File: src/mwcc_cfg.svh
// register indexes, field positions, reset values and constants of the wake and checksum control block
`ifndef MWCC_CFG_SVH
`define MWCC_CFG_SVH

// register indexes; byte address is index times four
`define MWCC_IDX_FILTER   8'h0b
`define MWCC_IDX_WAKE     8'h0c
`define MWCC_IDX_CSUM     8'h0d
`define MWCC_IDX_IRQ_STAT 8'h10
`define MWCC_IDX_IRQ_MASK 8'h11

// wake control and status fields
`define MWCC_WK_GUE       9
`define MWCC_WK_WFR       6
`define MWCC_WK_MPR       5
`define MWCC_WK_WEN       2
`define MWCC_WK_MPE       1
`define MWCC_WK_ALL_MASK  32'h0000_0266

// checksum offload control fields
`define MWCC_CS_TXEN      16
`define MWCC_CS_MODE      1
`define MWCC_CS_RXEN      0
`define MWCC_CS_ALL_MASK  32'h0001_0003

// interrupt status and mask fields
`define MWCC_IRQ_WFR      0
`define MWCC_IRQ_MPR      1
`define MWCC_IRQ_UNI      2
`define MWCC_IRQ_W        3

// reset values
`define MWCC_RST_WORD     32'h0000_0000
`define MWCC_RST_IRQ      3'h0

// checksum start offsets in bytes
`define MWCC_ETH_HDR_BYTES 8'h0e
`define MWCC_VLAN_BYTES    8'h04
`define MWCC_SNAP_BYTES    8'h08

// bus responses
`define MWCC_RESP_OKAY    2'h0
`define MWCC_RESP_SLVERR  2'h2

`endif

File: src/mwcc_pkg.sv
// types and helper functions of the wake and checksum control block
`default_nettype none
`include "mwcc_cfg.svh"

package mwcc_pkg;

    // receive path event and parse information
    typedef struct packed {
        logic        frame_done;
        logic        frame_ok;
        logic [47:0] dest_addr;
        logic        wake_match;
        logic        magic_match;
        logic [1:0]  vlan_tags;
        logic        snap;
    } mwcc_rx_type;

    // checksum engine controls
    typedef struct packed {
        logic       tx_enable;
        logic       rx_enable;
        logic       rx_l3_mode;
        logic [7:0] rx_start_byte;
    } mwcc_csum_type;

    // wake detector enables
    typedef struct packed {
        logic global_unicast_wake_enable;
        logic wake_frame_enable;
        logic magic_packet_enable;
    } mwcc_wake_mode_type;

    typedef enum logic [1:0] {
        MWCC_WR_IDLE = 2'h1,
        MWCC_WR_RESP = 2'h2
    } mwcc_wr_state_type;

    // byte strobes to a bit mask
    function automatic logic [31:0] mwcc_strb_mask(input logic [3:0] s);
        logic [31:0] m;
        m = 32'h0;
        for (int i = 0; i < 4; i++)
        begin
            m[8*i +: 8] = {8{s[i]}};
        end
        return m;
    endfunction

    function automatic logic [29:0] mwcc_word_idx(input logic [31:0] a);
        return a[31:2];
    endfunction

    // layer-3 start behind vlan tags and snap header
    function automatic logic [7:0] mwcc_l3_start(input logic [1:0] tags, input logic snap);
        logic [7:0] v;
        v = `MWCC_ETH_HDR_BYTES;
        v = 8'(v + 8'(tags) * `MWCC_VLAN_BYTES);
        if (snap)
        begin
            v = 8'(v + `MWCC_SNAP_BYTES);
        end
        return v;
    endfunction

endpackage

`default_nettype wire

File: src/mwcc_filter.sv
// wake frame filter store loaded through one indexed write port
`timescale 1ns/1ps
`default_nettype none
`include "mwcc_cfg.svh"

module mwcc_filter #(
    parameter int ENTRIES = 8,
    parameter int W       = 32
) (
    // clock and reset
    input  wire logic             clk_i,
    input  wire logic             resetn_i,
    input  wire logic             soft_reset_i,
    // write port
    input  wire logic             wr_i,
    input  wire logic [W-1:0]     wdata_i,
    input  wire logic [3:0]       wstrb_i,
    // filter contents
    output var  logic [ENTRIES*W-1:0] entries_o
);
    import mwcc_pkg::*;

    localparam int PW = (ENTRIES > 1) ? $clog2(ENTRIES) : 1;

    if (W != 32 || ENTRIES < 2 || (ENTRIES & (ENTRIES - 1)) != 0)
    begin : g_bad_param
        $error("mwcc_filter: W must be 32 and ENTRIES a power of two");
    end

    logic [W-1:0]  mem_r [ENTRIES];
    logic [PW-1:0] ptr_r;
    logic [W-1:0]  wm;

    assign wm = mwcc_strb_mask(wstrb_i);

    ////////////////////////////////////////////////////////////////////////////
    // index pointer, wraps after the last entry
    always_ff @(posedge clk_i or negedge resetn_i)
    begin
        if (!resetn_i)
            ptr_r <= '0;
        else if (soft_reset_i)
            ptr_r <= '0; // RL14
        else if (wr_i)
            ptr_r <= (ptr_r == PW'(ENTRIES - 1)) ? '0 : PW'(ptr_r + 1'b1); // RL14
    end

    always_ff @(posedge clk_i or negedge resetn_i)
    begin
        if (!resetn_i)
        begin
            for (int i = 0; i < ENTRIES; i++)
                mem_r[i] <= `MWCC_RST_WORD;
        end
        else if (wr_i)
            mem_r[ptr_r] <= (mem_r[ptr_r] & ~wm) | (wdata_i & wm); // RL14
    end

    always_comb
    begin
        entries_o = '0;
        for (int i = 0; i < ENTRIES; i++)
            entries_o[i*W +: W] = mem_r[i];
    end
endmodule // mwcc_filter

`default_nettype wire

File: src/mwcc_top.sv
// wake-up control and checksum offload control registers with AXI4-Lite access
//
// Contract
// RL1 - global unicast wake enabled: a global unicast frame wakes the device from power save
// RL2 - a frame is global unicast when destination address bit 0 is zero
// RL3 - a valid wake-up frame sets the wake-frame-received flag
// RL4 - a valid magic packet sets the magic-packet-received flag
// RL5 - wake-frame enable turns on wake-up frame detection through the filter
// RL6 - magic packet enable turns on magic packet wake mode
// RL7 - transmit checksum enable: zero bypasses the engine, one activates it
// RL8 - software changes transmit checksum enable only while transmit path is off
// RL9 - receive start mode: zero starts after 14 bytes, one at layer-3 header
// RL10 - software changes receive start mode only while receive path is off
// RL11 - receive checksum enable: zero bypasses the engine, one activates it
// RL12 - software changes receive checksum enable only while receive path is off
// RL13 - software never enables receive checksum and pad stripping together
// RL14 - filter loads through one indexed port, wraps after eight, resets to first
// RL15 - reserved bits read zero and writes to them do nothing
//
// Decided for this implementation: the AXI4-Lite register port.
`timescale 1ns/1ps
`default_nettype none
`include "mwcc_cfg.svh"

module mwcc_top #(
    parameter int ADDR_W         = 8,
    parameter int FILTER_ENTRIES = 8
) (
    // clock and reset
    input  wire logic                       CLK_I,
    input  wire logic                       RESETN_I,
    input  wire logic                       SOFT_RESET_I,
    // axi4-lite write channels
    input  wire logic [ADDR_W-1:0]          S_AXI_AWADDR_I,
    input  wire logic                       S_AXI_AWVALID_I,
    output var  logic                       S_AXI_AWREADY_O,
    input  wire logic [31:0]                S_AXI_WDATA_I,
    input  wire logic [3:0]                 S_AXI_WSTRB_I,
    input  wire logic                       S_AXI_WVALID_I,
    output var  logic                       S_AXI_WREADY_O,
    output var  logic [1:0]                 S_AXI_BRESP_O,
    output var  logic                       S_AXI_BVALID_O,
    input  wire logic                       S_AXI_BREADY_I,
    // axi4-lite read channels
    input  wire logic [ADDR_W-1:0]          S_AXI_ARADDR_I,
    input  wire logic                       S_AXI_ARVALID_I,
    output var  logic                       S_AXI_ARREADY_O,
    output var  logic [31:0]                S_AXI_RDATA_O,
    output var  logic [1:0]                 S_AXI_RRESP_O,
    output var  logic                       S_AXI_RVALID_O,
    input  wire logic                       S_AXI_RREADY_I,
    // receive path
    input  wire mwcc_pkg::mwcc_rx_type      RX_I,
    input  wire logic                       POWER_SAVE_I,
    // wake and checksum controls
    output var  mwcc_pkg::mwcc_wake_mode_type WAKE_MODE_O,
    output var  logic                       WAKE_O,
    output var  mwcc_pkg::mwcc_csum_type    CSUM_O,
    output var  logic [FILTER_ENTRIES*32-1:0] WAKE_FILTER_O,
    // interrupt
    output var  logic                       IRQ_O
);
    import mwcc_pkg::*;

    if (ADDR_W < 8 || ADDR_W > 32)
    begin : g_bad_param
        $error("mwcc_top: ADDR_W must be 8 to 32");
    end

    mwcc_wr_state_type      wr_state_r;
    logic                   aw_held_r;
    logic                   w_held_r;
    logic [ADDR_W-1:0]      awaddr_r;
    logic [31:0]            wdata_r;
    logic [3:0]             wstrb_r;
    logic                   bvalid_r;
    logic [1:0]             bresp_r;
    logic                   rvalid_r;
    logic [1:0]             rresp_r;
    logic [31:0]            rdata_r;
    logic [29:0]            rd_idx_r;
    logic                   gue_r;
    logic                   wen_r;
    logic                   mpe_r;
    logic                   wfr_r;
    logic                   mpr_r;
    logic                   tx_en_r;
    logic                   rx_en_r;
    logic                   l3_mode_r;
    logic [`MWCC_IRQ_W-1:0] irq_stat_r;
    logic [`MWCC_IRQ_W-1:0] irq_mask_r;
    logic [`MWCC_IRQ_W-1:0] irq_set;
    mwcc_csum_type          csum_r;
    logic                   wake_r;
    logic                   wr_go;
    logic [29:0]            wr_idx;
    logic [29:0]            ar_idx;
    logic [31:0]            wm;
    logic [31:0]            wbits;
    logic                   wr_wake;
    logic                   wr_csum;
    logic                   wr_stat;
    logic                   wr_mask;
    logic                   wr_filt;
    logic                   wr_mapped;
    logic                   ar_go;
    logic [31:0]            rd_val;
    logic                   rd_mapped;
    logic                   rx_ok;
    logic                   uni_hit;
    logic                   wf_hit;
    logic                   mp_hit;

    ////////////////////////////////////////////////////////////////////////////
    // write channels: address and data taken in either order, answer after both
    assign S_AXI_AWREADY_O = (wr_state_r == MWCC_WR_IDLE) && !aw_held_r;
    assign S_AXI_WREADY_O  = (wr_state_r == MWCC_WR_IDLE) && !w_held_r;
    assign S_AXI_BVALID_O  = bvalid_r;
    assign S_AXI_BRESP_O   = bresp_r;

    assign wr_go     = (wr_state_r == MWCC_WR_IDLE) && aw_held_r && w_held_r;
    assign wr_idx    = mwcc_word_idx(32'(awaddr_r));
    assign wm        = mwcc_strb_mask(wstrb_r);
    assign wbits     = wdata_r & wm;
    assign wr_wake   = wr_go && (wr_idx == 30'(`MWCC_IDX_WAKE));
    assign wr_csum   = wr_go && (wr_idx == 30'(`MWCC_IDX_CSUM));
    assign wr_stat   = wr_go && (wr_idx == 30'(`MWCC_IDX_IRQ_STAT));
    assign wr_mask   = wr_go && (wr_idx == 30'(`MWCC_IDX_IRQ_MASK));
    assign wr_filt   = wr_go && (wr_idx == 30'(`MWCC_IDX_FILTER));
    assign wr_mapped = wr_wake || wr_csum || wr_stat || wr_mask || wr_filt;

    always_ff @(posedge CLK_I or negedge RESETN_I)
    begin
        if (!RESETN_I)
        begin
            wr_state_r <= MWCC_WR_IDLE;
            aw_held_r  <= 1'b0;
            w_held_r   <= 1'b0;
            awaddr_r   <= '0;
            wdata_r    <= `MWCC_RST_WORD;
            wstrb_r    <= 4'h0;
            bvalid_r   <= 1'b0;
            bresp_r    <= `MWCC_RESP_OKAY;
        end
        else
        begin
            case (wr_state_r)
                MWCC_WR_IDLE:
                begin
                    if (S_AXI_AWVALID_I && !aw_held_r)
                    begin
                        aw_held_r <= 1'b1;
                        awaddr_r  <= S_AXI_AWADDR_I;
                    end
                    if (S_AXI_WVALID_I && !w_held_r)
                    begin
                        w_held_r <= 1'b1;
                        wdata_r  <= S_AXI_WDATA_I;
                        wstrb_r  <= S_AXI_WSTRB_I;
                    end
                    if (wr_go)
                    begin
                        wr_state_r <= MWCC_WR_RESP;
                        bvalid_r   <= 1'b1;
                        bresp_r    <= wr_mapped ? `MWCC_RESP_OKAY : `MWCC_RESP_SLVERR;
                    end
                end
                MWCC_WR_RESP:
                begin
                    if (S_AXI_BREADY_I)
                    begin
                        wr_state_r <= MWCC_WR_IDLE;
                        bvalid_r   <= 1'b0;
                        aw_held_r  <= 1'b0;
                        w_held_r   <= 1'b0;
                    end
                end
                default:
                begin
                    wr_state_r <= MWCC_WR_IDLE;
                    bvalid_r   <= 1'b0;
                    aw_held_r  <= 1'b0;
                    w_held_r   <= 1'b0;
                end
            endcase
        end
    end

    ////////////////////////////////////////////////////////////////////////////
    // read channels
    assign ar_idx          = mwcc_word_idx(32'(S_AXI_ARADDR_I));
    assign ar_go           = S_AXI_ARVALID_I && !rvalid_r;
    assign S_AXI_ARREADY_O = !rvalid_r;
    assign S_AXI_RVALID_O  = rvalid_r;
    assign S_AXI_RDATA_O   = rdata_r;
    assign S_AXI_RRESP_O   = rresp_r;

    always_comb
    begin
        rd_val    = `MWCC_RST_WORD;
        rd_mapped = 1'b1;
        if (ar_idx == 30'(`MWCC_IDX_WAKE))
        begin
            rd_val[`MWCC_WK_GUE] = gue_r; // RL15
            rd_val[`MWCC_WK_WFR] = wfr_r;
            rd_val[`MWCC_WK_MPR] = mpr_r;
            rd_val[`MWCC_WK_WEN] = wen_r;
            rd_val[`MWCC_WK_MPE] = mpe_r;
        end
        else if (ar_idx == 30'(`MWCC_IDX_CSUM))
        begin
            rd_val[`MWCC_CS_TXEN] = tx_en_r; // RL15
            rd_val[`MWCC_CS_MODE] = l3_mode_r;
            rd_val[`MWCC_CS_RXEN] = rx_en_r;
        end
        else if (ar_idx == 30'(`MWCC_IDX_IRQ_STAT))
            rd_val = 32'(irq_stat_r);
        else if (ar_idx == 30'(`MWCC_IDX_IRQ_MASK))
            rd_val = 32'(irq_mask_r);
        else if (ar_idx != 30'(`MWCC_IDX_FILTER))
            rd_mapped = 1'b0;
    end

    always_ff @(posedge CLK_I or negedge RESETN_I)
    begin
        if (!RESETN_I)
        begin
            rvalid_r <= 1'b0;
            rresp_r  <= `MWCC_RESP_OKAY;
            rdata_r  <= `MWCC_RST_WORD;
            rd_idx_r <= '0;
        end
        else if (ar_go)
        begin
            rvalid_r <= 1'b1;
            rresp_r  <= rd_mapped ? `MWCC_RESP_OKAY : `MWCC_RESP_SLVERR;
            rdata_r  <= rd_val;
            rd_idx_r <= ar_idx;
        end
        else if (S_AXI_RREADY_I)
            rvalid_r <= 1'b0;
    end

    ////////////////////////////////////////////////////////////////////////////
    // wake event detection
    assign rx_ok   = RX_I.frame_done && RX_I.frame_ok;
    assign uni_hit = rx_ok && gue_r && !RX_I.dest_addr[0]; // RL1 RL2
    assign wf_hit  = rx_ok && wen_r && RX_I.wake_match; // RL3 RL5
    assign mp_hit  = rx_ok && mpe_r && RX_I.magic_match; // RL4 RL6

    assign WAKE_MODE_O.global_unicast_wake_enable = gue_r;
    assign WAKE_MODE_O.wake_frame_enable          = wen_r; // RL5
    assign WAKE_MODE_O.magic_packet_enable        = mpe_r; // RL6
    assign WAKE_O                                 = wake_r;

    always_ff @(posedge CLK_I or negedge RESETN_I)
    begin
        if (!RESETN_I)
            wake_r <= 1'b0;
        else
            wake_r <= POWER_SAVE_I && (uni_hit || wf_hit || mp_hit); // RL1
    end

    // wake control bits; reserved bits are never stored
    always_ff @(posedge CLK_I or negedge RESETN_I)
    begin
        if (!RESETN_I)
        begin
            gue_r <= 1'b0;
            wen_r <= 1'b0;
            mpe_r <= 1'b0;
        end
        else if (wr_wake)
        begin
            if (wm[`MWCC_WK_GUE])
                gue_r <= wdata_r[`MWCC_WK_GUE];
            if (wm[`MWCC_WK_WEN])
                wen_r <= wdata_r[`MWCC_WK_WEN];
            if (wm[`MWCC_WK_MPE])
                mpe_r <= wdata_r[`MWCC_WK_MPE];
        end
    end

    // received flags: hardware set wins over write-one clear
    always_ff @(posedge CLK_I or negedge RESETN_I)
    begin
        if (!RESETN_I)
        begin
            wfr_r <= 1'b0;
            mpr_r <= 1'b0;
        end
        else
        begin
            wfr_r <= wf_hit || (wfr_r && !(wr_wake && wbits[`MWCC_WK_WFR])); // RL3
            mpr_r <= mp_hit || (mpr_r && !(wr_wake && wbits[`MWCC_WK_MPR])); // RL4
        end
    end

    ////////////////////////////////////////////////////////////////////////////
    // checksum offload control, relies on software changing it only while paths are off
    always_ff @(posedge CLK_I or negedge RESETN_I)
    begin
        if (!RESETN_I)
        begin
            tx_en_r   <= 1'b0;
            rx_en_r   <= 1'b0;
            l3_mode_r <= 1'b0;
        end
        else if (wr_csum)
        begin
            if (wm[`MWCC_CS_TXEN])
                tx_en_r <= wdata_r[`MWCC_CS_TXEN]; // RL7 RL8
            if (wm[`MWCC_CS_MODE])
                l3_mode_r <= wdata_r[`MWCC_CS_MODE]; // RL9 RL10
            if (wm[`MWCC_CS_RXEN])
                rx_en_r <= wdata_r[`MWCC_CS_RXEN]; // RL11 RL12
        end
    end

    always_ff @(posedge CLK_I or negedge RESETN_I)
    begin
        if (!RESETN_I)
            csum_r <= '0;
        else
        begin
            csum_r.tx_enable     <= tx_en_r; // RL7
            csum_r.rx_enable     <= rx_en_r; // RL11
            csum_r.rx_l3_mode    <= l3_mode_r;
            csum_r.rx_start_byte <= l3_mode_r ? mwcc_l3_start(RX_I.vlan_tags, RX_I.snap)
                                              : `MWCC_ETH_HDR_BYTES; // RL9
        end
    end

    assign CSUM_O = csum_r;

    ////////////////////////////////////////////////////////////////////////////
    // interrupt status and mask
    always_comb
    begin
        irq_set               = '0;
        irq_set[`MWCC_IRQ_WFR] = wf_hit;
        irq_set[`MWCC_IRQ_MPR] = mp_hit;
        irq_set[`MWCC_IRQ_UNI] = uni_hit;
    end

    always_ff @(posedge CLK_I or negedge RESETN_I)
    begin
        if (!RESETN_I)
        begin
            irq_stat_r <= `MWCC_RST_IRQ;
            irq_mask_r <= `MWCC_RST_IRQ;
        end
        else
        begin
            irq_stat_r <= irq_set | (irq_stat_r & ~(wr_stat ? wbits[`MWCC_IRQ_W-1:0] : `MWCC_RST_IRQ));
            if (wr_mask)
                irq_mask_r <= (irq_mask_r & ~wm[`MWCC_IRQ_W-1:0]) | wbits[`MWCC_IRQ_W-1:0];
        end
    end

    assign IRQ_O = |(irq_stat_r & irq_mask_r);

    ////////////////////////////////////////////////////////////////////////////
    // wake frame filter store
    mwcc_filter #(
        .ENTRIES (FILTER_ENTRIES),
        .W       (32)
    ) u_filter (
        .clk_i        (CLK_I),
        .resetn_i     (RESETN_I),
        .soft_reset_i (SOFT_RESET_I),
        .wr_i         (wr_filt), // RL14
        .wdata_i      (wdata_r),
        .wstrb_i      (wstrb_r),
        .entries_o    (WAKE_FILTER_O)
    );
endmodule // mwcc_top

`default_nettype wire

File: config.mk
export PLATFORM = sky130hd
export DESIGN_NAME = mwcc_top
export DESIGN_NICKNAME = d
export VERILOG_FILES = /design/src/mwcc_pkg.sv /design/src/mwcc_filter.sv /design/src/mwcc_top.sv
export VERILOG_INCLUDE_DIRS = /design/src
export SDC_FILE = /design/constraint.sdc
export NUM_CORES = 1
export LEC_CHECK = 0
export BUFFER_PORTS_ARGS = -buffer_cell sky130_fd_sc_hd__buf_2
export CORE_MARGIN = 3
export CORE_UTILIZATION = 50
export CTS_CLUSTER_DIAMETER = 40
export CTS_CLUSTER_SIZE = 40
export DETAILED_ROUTE_END_ITERATION = 10
export GPL_ROUTABILITY_DRIVEN = 0
export PLACE_DENSITY = 0.8
export SYNTH_ARGS = -nofsm -noshare
export SYNTH_HDL_FRONTEND = slang
export SYNTH_HIERARCHICAL = 1
export SYNTH_SLANG_ARGS = --single-unit
File: constraint.sdc
create_clock -name CLK_I -period 7.5 [get_ports CLK_I]
set_input_delay 0.75 -clock CLK_I [delete_from_list [all_inputs] [get_ports CLK_I]]
set_output_delay 0.75 -clock CLK_I [all_outputs]
set_load 0.02 [all_outputs]
==> impl_metrics.env <==
export IMPL_pwr_share_seq=0.390
export IMPL_finalCritPeriodShare=0.493
export IMPL_synth_fa_ha_area_frac=0.00381
export IMPL_start_util=0.513
export IMPL_tightest_slew_ns=1.03
export IMPL_irDropWorstVdd_uv=225
export IMPL_antenna_found_initial=4
export IMPL_cts_setup_buffers=0
export IMPL_status="completed"
export IMPL_crit_arrival_ns=4.08
export IMPL_synth_top_family_by_area="compound AO/OA/AOI/OAI gates"
export IMPL_powerDensity_mw_per_mm2=301
export IMPL_drt_iter0_drc=1343
export IMPL_fin_crit_ns=3.70
export IMPL_critPathMaxFanout=58
export IMPL_overflow=0
export IMPL_clockRootBuffer="clkbuf_16"
export IMPL_power_switching_mw=2.03
export IMPL_syn_to_final_growth_pct=20.9
export IMPL_synth_edff_count=0
export IMPL_synthSimpleGateAreaFrac=0.145
export IMPL_grt_max_degree=189
export IMPL_netSwitchingFraction=0.340
export IMPL_clockBufferDepth=3
export IMPL_pin_count=429
export IMPL_die_h_um=187
export IMPL_cts_tree="done"
export IMPL_power_internal_mw=3.94
export IMPL_die_w_um=187
export IMPL_dieArea_mm2=0.0350
export IMPL_avgSynthCellArea_um2=10.1
export IMPL_htree_levels=2
export IMPL_yosysWarnings=6
export IMPL_core_mm2=0.0320
export IMPL_fill_cells=2625
export IMPL_cpPeakStageDelay_ns=0.88
export IMPL_grt_pass1_wl_mm=80.8
export IMPL_cts_buffers=46
export IMPL_num_rows=65
export IMPL_synth_seq_cells=338
export IMPL_synth_top_flop_cell="dfrtp_1"
export IMPL_port_buffers=347
export IMPL_synth_compound_area_frac=0.184
export IMPL_synth_distinct_cells=63
export IMPL_synth_xor_area_frac=0.000534
export IMPL_slew_violations=0
export IMPL_drc=0
export IMPL_vias=14300
export IMPL_holdCritPathClass="in2async"
export IMPL_drive_above_1_share=0.270
export IMPL_crit_required_ns=7.88
export IMPL_worst_skew_pair_late_latency_ns=0.55
export IMPL_leakage_nw=9.36
export IMPL_max_freq_ghz=0.270
export IMPL_vias_per_cell=5.98
export IMPL_hold_viol_final=0
export IMPL_worstSetupPathType="reg2reg"
export IMPL_grt_pass1_vias=14200
export IMPL_cts_resized=0
export IMPL_startpoint_type="register"
export IMPL_synthesis_area_mm2=0.0164
export IMPL_worstSetupEndpointType="register"
export IMPL_cts_sinks=338
export IMPL_critPathBufInv=2
export IMPL_rsz0062_at_grt="false"
export IMPL_final_nets=2029
export IMPL_cts_hold_buf=0
export IMPL_track_usage=0.288
export IMPL_wl_per_cell_um=21.7
export IMPL_synth_area_mux_share=0.0942
export IMPL_dr_pass1_iters=5
export IMPL_setup_tns_ns=0
export IMPL_place_inst=2295
export IMPL_hpwlAfterDp_mm=34.6
export IMPL_synth_cells=1627
export IMPL_drv_cap=0
export IMPL_pwr_share_comb=0.222
export IMPL_routed_wirelength_mm=51.7
export IMPL_clock_skew_ns=0.0304
export IMPL_slew_headroom=0.311
export IMPL_ant_nets=0
export IMPL_slowest_stage="nor2_1"
export IMPL_power_share_clock=0.387
export IMPL_fin_cells=2384
export IMPL_crit_chain="buf_4 > nor2_1 > nand3_2 > buf_4 > a211oi_1 > a211oi_1"
export IMPL_finalSetupViolCount=0
export IMPL_clkTransAtPathRegs_ns=0.06
export IMPL_ys_seq_area_frac=0.516
export IMPL_cp_top_family="simple AND/OR/NAND/NOR gates"
export IMPL_synth_async_reset_ratio=1.00
power by group through the flow:
stage	combinational, mW	sequential, mW	clock (mW)
floorplan	0.875	2.33	0
global route	1.44	2.36	2.42
CTS	1.31	2.32	2.33
finish	1.33	2.33	2.31
global placement	1.27	2.34	0
detailed placement	1.30	2.35	0
layout by cell type, fill, tap and decap left out, types with 15 or more instances in the layout:
cell,instances
inv_1,17
mux2_2,17
nor2_1,89
dfrtp_1,334
o21ai_1,89
and3_1,17
clkbuf_16,47
o21ai_0,73
o31ai_1,82
buf_4,19
mux2_1,52
a221o_1,18
nor2b_1,24
a21oi_1,58
mux2i_1,52
buf_2,346
conb_1,31
nand3_1,15
a211oi_1,79
nand2_1,268
synth_stat cells, types with 5 or more instances:
library cell,count,area (µm²)
or3b_2,9,78.8
clkbuf_1,62,233
a22o_1,9,78.8
nor4_1,6,37.5
nand3_1,19,95.1
ha_1,5,62.6
a31oi_1,12,75.1
o21ai_1,89,445
mux2i_1,52,521
o21ai_0,73,365
and3_1,17,106
and4b_1,5,50.1
a211oi_1,79,593
o2bb2ai_1,9,78.8
buf_2,41,205
nand2_1,270,1010
nor3b_1,13,97.6
buf_1,12,45.0
inv_1,17,63.8
mux2_1,52,586
nor2_1,89,334
a21oi_1,58,290
dfrtp_1,337,8430
mux2_2,17,191
mux4_2,11,248
nand2b_1,13,81.3
nor3_1,12,60.1
a221o_1,18,180
buf_4,44,330
a31o_2,11,96.3
o31ai_1,82,616
a21boi_0,6,45.0
nor2b_1,24,150
path summary, 6_finish.rpt:
path / from / end / slack (ns) / cells after the start
worst min register to register: tx_en_r / CSUM_O[10] / 0.43 / 0
max in group asynchronous: RESETN_I / u_filter/ptr_r[0] / 5.62 / 2
worst min-delay path: RESETN_I / CSUM_O[1] / 0.22 / 1
worst max register to register: u_filter/ptr_r[2] / u_filter/entries_o[42] / 3.80 / 6
worst max-delay path: u_filter/ptr_r[2] / u_filter/entries_o[42] / 3.80 / 6
min in group CLK_I: S_AXI_RREADY_I / S_AXI_RVALID_O / 0.39 / 2
through the flow:
| step | total power [mW] | hold WS, ns | instance area (µm²) | setup WS (ns) | utilization |
|---|---|---|---|---|---|
| floorplan | 3.20 | 0.368 | 16500 | 5.02 | - |
| global placement | 3.61 | 0.400 | 18200 | 3.95 | 0.569 |
| detailed placement | 3.65 | 0.424 | 18200 | 3.81 | 0.569 |
| CTS | 5.97 | 0.288 | 19800 | 3.83 | 0.620 |
| global route | 6.23 | 0.301 | 19800 | 3.63 | 0.621 |
| finish | 5.97 | 0.224 | 19800 | 3.80 | 0.621 |
cell families (layout without fill, tap and decap cells):
logic type               after synthesis  after routing
flip-flops                           338            338
multiplexers                         132            132
other                                  2             34
adder cells (fa/ha/maj)                5              5
AO/OA/AOI/OAI                        462            462
buffers and inverters                180            470
XOR/XNOR                               1              1
AND/OR/NAND/NOR                      507            507
layer usage:
layer	wire length, µm	GRT usage	up-vias	share of wire
met4	1850	0.104	2	0.036
met5	13	0	-	0.00025
met1	19400	0.365	6967	0.38
met3	5780	0.0851	141	0.11
li1	-	-	6376	-
met2	24600	0.470	779	0.48
state kept, by name, indices dropped and copies added, names as in the netlist, 2 cells and up, named ones only:
register            count
u_filter/entries_o    256
wdata_r                32
CSUM_O                  8
S_AXI_RDATA_O           7
awaddr_r                6
wstrb_r                 4
irq_stat_r              3
u_filter/ptr_r          3
wr_state_r              2
area by class of cell:
class / count / area [µm²] / share of cell area
antenna: 3 / 7.51 / 0.000378
clock buffer: 57 / 1280 / 0.0647
clock inverter: 29 / 374 / 0.0189
inverter: 17 / 63.8 / 0.00322
multi-input combinational: 1138 / 7190 / 0.362
sequential: 338 / 8470 / 0.427
tap: 435 / 544 / 0.0274
timing repair buffer: 367 / 1910 / 0.0962
Note: power is estimated with default switching activity, not from simulation.
